`src/sar_pkg.sv`:
```
// Shared constants and types for the converter sequencing and serial readout.
// Assumes a single system clock; all pins are sampled by that clock.
package sar_pkg;
   localparam int RES_W = 16;
   localparam int IDX_W = 4;
   localparam int FIFO_DEPTH = 8;
   localparam int CNT_W = 3;
   // Falling edges spent sampling before the null bit
   localparam logic [CNT_W-1:0] SMPL_FALLS = 3'h5;
   localparam logic [IDX_W-1:0] IDX_MSB = 4'hf;
   localparam logic [IDX_W-1:0] IDX_LSB = 4'h0;
   localparam logic [IDX_W-1:0] IDX_REPLAY_FIRST = 4'h1;
   // Offset-binary midpoint trial, also the sign flip for two's complement
   localparam logic [RES_W-1:0] TRIAL_MID = 16'h8000;
   localparam logic [RES_W-1:0] CODE_ZERO = 16'h0000;

   typedef enum logic [2:0] {
      SAR_IDLE = 3'b000,
      SAR_ACQ = 3'b001,
      SAR_CONV = 3'b010,
      SAR_REPLAY = 3'b011,
      SAR_DONE = 3'b100
   } sar_state_e;

   // One decided bit on its way to the serial output
   typedef struct packed {
      logic last;
      logic val;
   } sar_bit_s;
endpackage

```
`src/sar_sync.sv`:
```
// Two flip-flop synchroniser for a bundle of independent level inputs.
// Assumes each bit is an unrelated asynchronous level.
`timescale 1ns/100ps
`default_nettype none
module sar_sync #(
   parameter int W = 1
) (
   input wire logic clk,
   input wire logic nrst,
   input wire logic [W-1:0] async_in,
   output logic [W-1:0] sync_out
);
   logic [W-1:0] meta_q;

   // First stage feeds only the second stage
   always_ff @(posedge clk or negedge nrst) begin
      if (!nrst) begin
         meta_q <= '0;
         sync_out <= '0;
      end else begin
         meta_q <= async_in;
         sync_out <= meta_q;
      end
   end
endmodule
`default_nettype wire

```
`src/sar_fifo.sv`:
```
// Small synchronous FIFO with valid/ready on both sides and a flush.
// Assumes one clock; flush empties it in one cycle.
`timescale 1ns/100ps
`default_nettype none
module sar_fifo #(
   parameter int W = 2,
   parameter int DEPTH = 8
) (
   input wire logic clk,
   input wire logic nrst,
   input wire logic flush,
   input wire logic in_valid,
   output logic in_ready,
   input wire logic [W-1:0] in_data,
   output logic out_valid,
   input wire logic out_ready,
   output logic [W-1:0] out_data
);
   localparam int AW = $clog2(DEPTH);
   localparam logic [AW:0] FULL_CNT = (AW+1)'(DEPTH);
   localparam logic [AW-1:0] LAST_PTR = AW'(DEPTH - 1);

   logic [W-1:0] mem [DEPTH];
   logic [AW-1:0] wr_q;
   logic [AW-1:0] rd_q;
   logic [AW:0] cnt_q;

   // Handshake decode
   wire push = in_valid && in_ready;
   wire pop = out_valid && out_ready;
   assign in_ready = (cnt_q != FULL_CNT);
   assign out_valid = (cnt_q != '0);
   assign out_data = mem[rd_q];

   // Storage array
   always_ff @(posedge clk) begin
      if (push) begin
         mem[wr_q] <= in_data;
      end
   end

   // Pointers and fill count
   always_ff @(posedge clk or negedge nrst) begin
      if (!nrst) begin
         wr_q <= '0;
         rd_q <= '0;
         cnt_q <= '0;
      end else if (flush) begin
         wr_q <= '0;
         rd_q <= '0;
         cnt_q <= '0;
      end else begin
         if (push) begin
            wr_q <= (wr_q == LAST_PTR) ? '0 : wr_q + 1'b1;
         end
         if (pop) begin
            rd_q <= (rd_q == LAST_PTR) ? '0 : rd_q + 1'b1;
         end
         cnt_q <= cnt_q + {{AW{1'b0}}, push} - {{AW{1'b0}}, pop};
      end
   end
endmodule
`default_nettype wire

```
`src/sar_readout.sv`:
```
// Conversion sequencer and serial readout of a 16-bit sampling converter.
// Assumes serial_clock, conv_sel_n and comp_hi are asynchronous pins; the
// successive approximation bits run through a FIFO to the serial output.
`timescale 1ns/100ps
`default_nettype none
module sar_readout #(
   parameter int RES_W = sar_pkg::RES_W,
   parameter int FIFO_DEPTH = sar_pkg::FIFO_DEPTH
) (
   input wire logic sys_clk,
   input wire logic nrst,
   input wire logic serial_clock,
   input wire logic conv_sel_n,
   input wire logic comp_hi,
   output logic dout,
   output logic dout_oe,
   output logic sample_en,
   output logic power_down,
   output logic [RES_W-1:0] dac_code
);
   localparam int BIT_W = $bits(sar_pkg::sar_bit_s);

   logic [2:0] pins_s;
   logic sclk_prev_q;
   logic sel_prev_q;
   sar_pkg::sar_state_e state_q;
   logic [sar_pkg::CNT_W-1:0] fall_cnt_q;
   logic [sar_pkg::IDX_W-1:0] dec_idx_q;
   logic dec_done_q;
   logic [sar_pkg::IDX_W-1:0] rep_idx_q;
   logic rep_end_q;
   logic [RES_W-1:0] result_q;
   logic [RES_W-1:0] trial_q;
   logic fifo_in_ready;
   logic fifo_out_valid;
   sar_pkg::sar_bit_s fifo_out;
   sar_pkg::sar_bit_s fifo_in;

   // Pin synchronisers
   sar_sync #(
      .W(3)
   ) u_sync (
      .clk(sys_clk),
      .nrst(nrst),
      .async_in({serial_clock, conv_sel_n, comp_hi}),
      .sync_out(pins_s)
   );

   // Synchronised pins and edge decode
   wire sclk_s = pins_s[2];
   wire sel_n_s = pins_s[1];
   wire comp_s = pins_s[0];
   wire sclk_fall = sclk_prev_q && !sclk_s;
   wire sclk_rise = !sclk_prev_q && sclk_s;
   wire sel_fall = sel_prev_q && !sel_n_s;
   wire start_conv = sel_fall && (state_q == sar_pkg::SAR_IDLE);
   wire acq_end = (state_q == sar_pkg::SAR_ACQ) && sclk_fall
      && (fall_cnt_q == sar_pkg::SMPL_FALLS - 3'h1);

   // Bit decision, MSB flipped into two's complement
   wire [RES_W-1:0] idx_mask = RES_W'(1) << dec_idx_q;
   wire dec_now = (state_q == sar_pkg::SAR_CONV) && sclk_rise && !dec_done_q
      && fifo_in_ready;
   wire dec_bit = comp_s ^ (dec_idx_q == sar_pkg::IDX_MSB);
   wire [RES_W-1:0] trial_kept = comp_s ? trial_q : (trial_q & ~idx_mask);
   wire [RES_W-1:0] trial_next = trial_kept | (idx_mask >> 1);
   assign fifo_in.val = dec_bit;
   assign fifo_in.last = (dec_idx_q == sar_pkg::IDX_LSB);

   // Launch decode for the serial output
   wire pop_now = (state_q == sar_pkg::SAR_CONV) && sclk_fall && fifo_out_valid;
   wire rep_now = (state_q == sar_pkg::SAR_REPLAY) && sclk_fall;
   wire flush = sel_n_s;

   // Decided bits wait here for their falling edge
   sar_fifo #(
      .W(BIT_W),
      .DEPTH(FIFO_DEPTH)
   ) u_fifo (
      .clk(sys_clk),
      .nrst(nrst),
      .flush(flush),
      .in_valid(dec_now),
      .in_ready(fifo_in_ready),
      .in_data(fifo_in),
      .out_valid(fifo_out_valid),
      .out_ready(pop_now),
      .out_data(fifo_out)
   );

   // Edge history
   always_ff @(posedge sys_clk or negedge nrst) begin
      if (!nrst) begin
         sclk_prev_q <= 1'b0;
         sel_prev_q <= 1'b0; // Matches the synchroniser reset level, so no false fall
      end else begin
         sclk_prev_q <= sclk_s;
         sel_prev_q <= sel_n_s;
      end
   end

   // Sequencer state
   always_ff @(posedge sys_clk or negedge nrst) begin
      if (!nrst) begin
         state_q <= sar_pkg::SAR_IDLE;
      end else if (sel_n_s) begin
         state_q <= sar_pkg::SAR_IDLE;
      end else begin
         unique case (state_q)
            sar_pkg::SAR_IDLE: begin
               if (start_conv) begin
                  state_q <= sar_pkg::SAR_ACQ;
               end
            end
            sar_pkg::SAR_ACQ: begin
               if (acq_end) begin
                  state_q <= sar_pkg::SAR_CONV;
               end
            end
            sar_pkg::SAR_CONV: begin
               if (pop_now && fifo_out.last) begin
                  state_q <= sar_pkg::SAR_REPLAY;
               end
            end
            sar_pkg::SAR_REPLAY: begin
               if (rep_now && rep_end_q) begin
                  state_q <= sar_pkg::SAR_DONE;
               end
            end
            sar_pkg::SAR_DONE: begin
               state_q <= sar_pkg::SAR_DONE;
            end
            default: begin
               state_q <= sar_pkg::SAR_IDLE;
            end
         endcase
      end
   end

   // Sampling period counter in falling edges
   always_ff @(posedge sys_clk or negedge nrst) begin
      if (!nrst) begin
         fall_cnt_q <= '0;
      end else if (state_q != sar_pkg::SAR_ACQ) begin
         fall_cnt_q <= '0;
      end else if (sclk_fall) begin
         fall_cnt_q <= fall_cnt_q + 3'h1;
      end
   end

   // Successive approximation on rising edges
   always_ff @(posedge sys_clk or negedge nrst) begin
      if (!nrst) begin
         trial_q <= sar_pkg::TRIAL_MID;
         dec_idx_q <= sar_pkg::IDX_MSB;
         dec_done_q <= 1'b0;
         result_q <= sar_pkg::CODE_ZERO;
      end else if (start_conv) begin
         trial_q <= sar_pkg::TRIAL_MID;
         dec_idx_q <= sar_pkg::IDX_MSB;
         dec_done_q <= 1'b0;
      end else if (dec_now) begin
         trial_q <= trial_next;
         result_q[dec_idx_q] <= dec_bit;
         dec_idx_q <= dec_idx_q - 4'h1;
         dec_done_q <= (dec_idx_q == sar_pkg::IDX_LSB);
      end
   end

   // Reversed replay index
   always_ff @(posedge sys_clk or negedge nrst) begin
      if (!nrst) begin
         rep_idx_q <= sar_pkg::IDX_REPLAY_FIRST;
         rep_end_q <= 1'b0;
      end else if (state_q != sar_pkg::SAR_REPLAY) begin
         rep_idx_q <= sar_pkg::IDX_REPLAY_FIRST;
         rep_end_q <= 1'b0;
      end else if (rep_now && !rep_end_q) begin
         rep_idx_q <= rep_idx_q + 4'h1;
         rep_end_q <= (rep_idx_q == sar_pkg::IDX_MSB);
      end
   end

   // Serial data and its enable, changed only on falling edges or cleared while select is high
   always_ff @(posedge sys_clk or negedge nrst) begin
      if (!nrst) begin
         dout <= 1'b0;
         dout_oe <= 1'b0;
      end else if (sel_n_s) begin
         dout <= 1'b0;
         dout_oe <= 1'b0;
      end else if (acq_end) begin
         dout <= 1'b0;
         dout_oe <= 1'b1;
      end else if (pop_now) begin
         dout <= fifo_out.val;
      end else if (rep_now) begin
         dout <= rep_end_q ? 1'b0 : result_q[rep_idx_q];
         dout_oe <= !rep_end_q;
      end
   end

   // Analog controls: sampling, trial code, power-down
   always_ff @(posedge sys_clk or negedge nrst) begin
      if (!nrst) begin
         sample_en <= 1'b0;
         power_down <= 1'b1;
         dac_code <= sar_pkg::TRIAL_MID;
      end else begin
         sample_en <= (state_q == sar_pkg::SAR_ACQ) && !sel_n_s;
         power_down <= sel_n_s || (state_q == sar_pkg::SAR_IDLE)
            || dec_done_q || (state_q == sar_pkg::SAR_DONE);
         dac_code <= trial_q;
      end
   end
endmodule
`default_nettype wire

```
`config.mk`:
```
export PLATFORM = sky130hd
export DESIGN_NAME = sar_readout
export DESIGN_NICKNAME = d
export VERILOG_FILES = /design/src/sar_pkg.sv /design/src/sar_sync.sv /design/src/sar_fifo.sv /design/src/sar_readout.sv
export SDC_FILE = /design/constraint.sdc
export NUM_CORES = 1
export LEC_CHECK = 0
export BUFFER_PORTS_ARGS = -buffer_cell sky130_fd_sc_hd__buf_2
export CAP_MARGIN = 20
export CORE_UTILIZATION = 30
export DETAILED_ROUTE_END_ITERATION = 6
export HOLD_SLACK_MARGIN = 0.03
export MAX_ROUTING_LAYER = met4
export PLACE_DENSITY = 0.41
export SLEW_MARGIN = 30
export SYNTH_ARGS = -nofsm -noshare
export SYNTH_HDL_FRONTEND = slang
export SYNTH_HIERARCHICAL = 1
export SYNTH_SLANG_ARGS = --single-unit
```
`constraint.sdc`:
```
create_clock -name sys_clk -period 7.5 [get_ports sys_clk]
set_input_delay 1.5 -clock sys_clk [delete_from_list [all_inputs] [get_ports sys_clk]]
set_output_delay 1.5 -clock sys_clk [all_outputs]
set_load 0.01 [all_outputs]
```
==> impl_metrics.tcl <==
set metrics [dict create \
    status "completed" \
    synth_cells 372 \
    slew_headroom_pct 42.5 \
    hold_class "flip-flop to flip-flop" \
    drive_above_1_share_pct 23.7 \
    nFillCells 1554 \
    placed_cells 591 \
    path_depth 13 \
    cts_tree "done" \
    cts_hold_buffers 0 \
    synth_common_cells "78 x dfrtp_1, 31 x nand2_1, 25 x nor2_1" \
    ios 25 \
    antenna_found_initial 0 \
    required_ns 7.73 \
    post-cts-setup-buffers 0 \
    finalSetupViolCount 0 \
    die_w_um 128 \
    crit_path_max_incr_delay_ns 0.56 \
    cp_max_fo 8 \
    cts_resized 0 \
    synth_edf_count 16 \
    yosysMostFrequentCell "dfrtp_1" \
    total_leakage_power_nw 2.36 \
    fin_area_um2 5360 \
    synth_cell_types 62 \
    skew_ns 0.00879 \
    cts_max_level 3 \
    ant_nets 0 \
    antennaDiodeCount 0 \
    worst_skew_pair.late_latency_ns 0.35 \
    worstPathCellList "inv_1 -> ha_1 -> nor3b_1 -> inv_1 -> nor3b_1 -> inv_1 -> nor2_1 -> ha_1 -> inv_1 -> ha_1 -> fa_1 -> xnor2_1 -> nor2_1" \
    design.die.area_um2 16300 \
    fin_tns_setup_ns 0 \
    power.switching_mw 0.234 \
    grt_pass1_vias 2987 \
    dp_hpwl_um 6520 \
    wl_per_cell_um 16.1 \
    rsz0062_at_grt "no" \
    area_delta_synth_final_pct 13.2 \
    yosys_warnings 6 \
    internal_power_mw 0.878 \
    min_period_ns 2.99 \
    place_area_um2 5030 \
    avgSynthCellArea_um2 12.7 \
    yosysTopAreaCellShare_pct 41.2 \
    ys_async_sr_fraction_pct 84.3 \
    final_cells 607 \
    drtPass1Iterations 4 \
    hold_depth 0 \
    nets 414 \
    power.density_nw_per_um2 207 \
    numCtsBuffers 9 \
    crit_buf_inv 4 \
    start_util_pct 30.9 \
    power_frac_comb_pct 2.8 \
    worst_setup_path_end_kind "flip-flop" \
    path_class "flip-flop to flip-flop" \
    drc 0 \
    cp.arrival_ns 3.22 \
    globalplace.congestion 0.714 \
    cts.sinks 102 \
    core_area_um2 15300 \
    reg2reg_depth 13 \
    dieHeight_um 128 \
    switching_share_pct 21.0 \
    grt_max_degree 48 \
    drv_slew 0 \
    port-buffer-count 24 \
    syn_nets 395 \
    crit_family "adder cells" \
    timing.fmax_mhz 335 \
    vias_per_cell 4.62 \
    synth-seq-area-share_pct 55.8 \
    synth_top_area_cell "dfrtp_1" \
    max_slew.worst_pin.slew_ns 0.861 \
    ys_ff_latch 102 \
    grt.total_usage_pct 13.9 \
    path_common_cell "inv_1" \
    globalRouteOverflowTotal 0 \
    crit_slowest_cell "nor3b_1" \
    clockRootBuffer "clkbuf_16" \
    hold_viol 0 \
    via_count 2802 \
    num_rows 45 \
    grt_first_pass_wirelength_um 16400 \
    total_power_mw 1.11 \
    drt_iter0_markers 162 \
    seq_power_share_pct 51.1 \
    ir_worst_vdd_mv 0.119 \
    synth.area.top_cells "dfrtp_1 41%, edfxtp_1 10%, ha_1 4.5%, dfstp_2 4.4%, mux2_4 4.4%" \
    clkTransAtPathRegs_ns 0.07 \
    cp-start-kind "flip-flop" \
    cts.path.max_buffers 2 \
    syn-cell-area_um2 4740 \
    finalCritPeriodShare_pct 39.8 \
    maxCapViolCount 0 \
    routed_wl_um 9760 \
    yosys_most_used_dff "dfrtp_1" \
    p_clk_share_pct 46.1 \
]
==> final timing paths <==
kind | start | end | slack, ns
worst min-delay path | u_sync/meta_q[0] | u_sync/sync_out[0] | 0.35
worst max register to register | u_fifo/cnt_q[2] | u_fifo/cnt_q[2] | 4.51
worst max-delay path | u_fifo/cnt_q[2] | u_fifo/cnt_q[2] | 4.51
worst min register to register | u_sync/meta_q[0] | u_sync/sync_out[0] | 0.35
max in group asynchronous | nrst | result_q[6] | 5.37
min in group asynchronous | nrst | dac_code[11] | 1.12
==> cells by family after synthesis <==
family                   count (synthesis)  share of synthesized area [%]
AND/OR/NAND/NOR                        129                           15.8
buffers and inverters                   33                           3.67
adder cells (fa/ha/maj)                 18                           4.91
AO/OA/AOI/OAI                           53                           8.08
flip-flops                             102                           55.8
XOR/XNOR                                 9                           1.82
multiplexers                            28                           9.96
==> power by group through the flow <==
stage / registers [mW] / logic (mW) / clock network (mW)
2_1_floorplan: 0.579 / 0.0145 / 0
3_3_place_gp: 0.579 / 0.0322 / 0
3_5_place_dp: 0.579 / 0.0328 / 0
4_1_cts: 0.568 / 0.0327 / 0.535
5_1_grt: 0.568 / 0.0358 / 0.559
6_report: 0.568 / 0.0307 / 0.513
==> final cells by class <==
class / instances / area, µm² / share of cell area (%)
Clock buffer: 11 / 246 / 4.60
Timing Repair Buffer: 26 / 138 / 2.57
Clock inverter: 5 / 81.3 / 1.52
Multi-Input combinational cell: 237 / 1930 / 36.0
Inverter: 15 / 56.3 / 1.05
Tap cell: 211 / 264 / 4.93
Sequential cell: 102 / 2640 / 49.3
==> stage by stage <==
step | utilization, % | hold slack (ns) | worst slack [ns]
2_1_floorplan | - | 0.331 | 4.80
3_3_place_gp | 32.8 | 0.331 | 4.58
3_5_place_dp | 32.9 | 0.336 | 4.52
4_1_cts | 35.0 | 0.351 | 4.49
5_1_grt | 35.0 | 0.356 | 4.12
6_report | 35.0 | 0.348 | 4.51
==> flip-flops by register name, summed over array words and instances (netlist names) <==
register / cells
dac_code: 16
dec_done_q: 1
dec_idx_q: 4
dout: 1
dout_oe: 1
fall_cnt_q: 3
power_down: 1
rep_end_q: 1
rep_idx_q: 4
result_q: 16
sample_en: 1
sclk_prev_q: 1
sel_prev_q: 1
state_q: 3
trial_q: 16
u_fifo/cnt_q: 4
u_fifo/mem: 16
u_fifo/rd_q: 3
u_fifo/wr_q: 3
u_sync/meta_q: 3
u_sync/sync_out: 3
==> metal layers <==
layer	share of wire (%)	vias to the layer above	GRT usage, %
met1	47	1390	16.9
li1	-	1370	-
met2	49	32	22.4
met3	2.8	10	4.17
met4	1.1	0	4.01
met5	0	-	-
==> cells in the final DEF, fill, tap and decap left out, drive strengths merged, types with 3 or more instances in the layout <==
master	n
a21oi	14
a2bb2oi	3
a311oi	3
a32o	10
and2	3
and3	4
buf	26
clkbuf	11
dfrtp	78
dfstp	8
edfxtp	16
ha	17
inv	16
mux2	19
mux4	8
nand2	38
nand2b	5
nand3	14
nand3b	3
nand4	4
nand4b	4
nor2	25
nor2b	8
nor3	5
nor3b	5
o21ai	11
or3	4
xnor2	4
xor2	5
No activity file was read; power rests on OpenSTA's default activity.
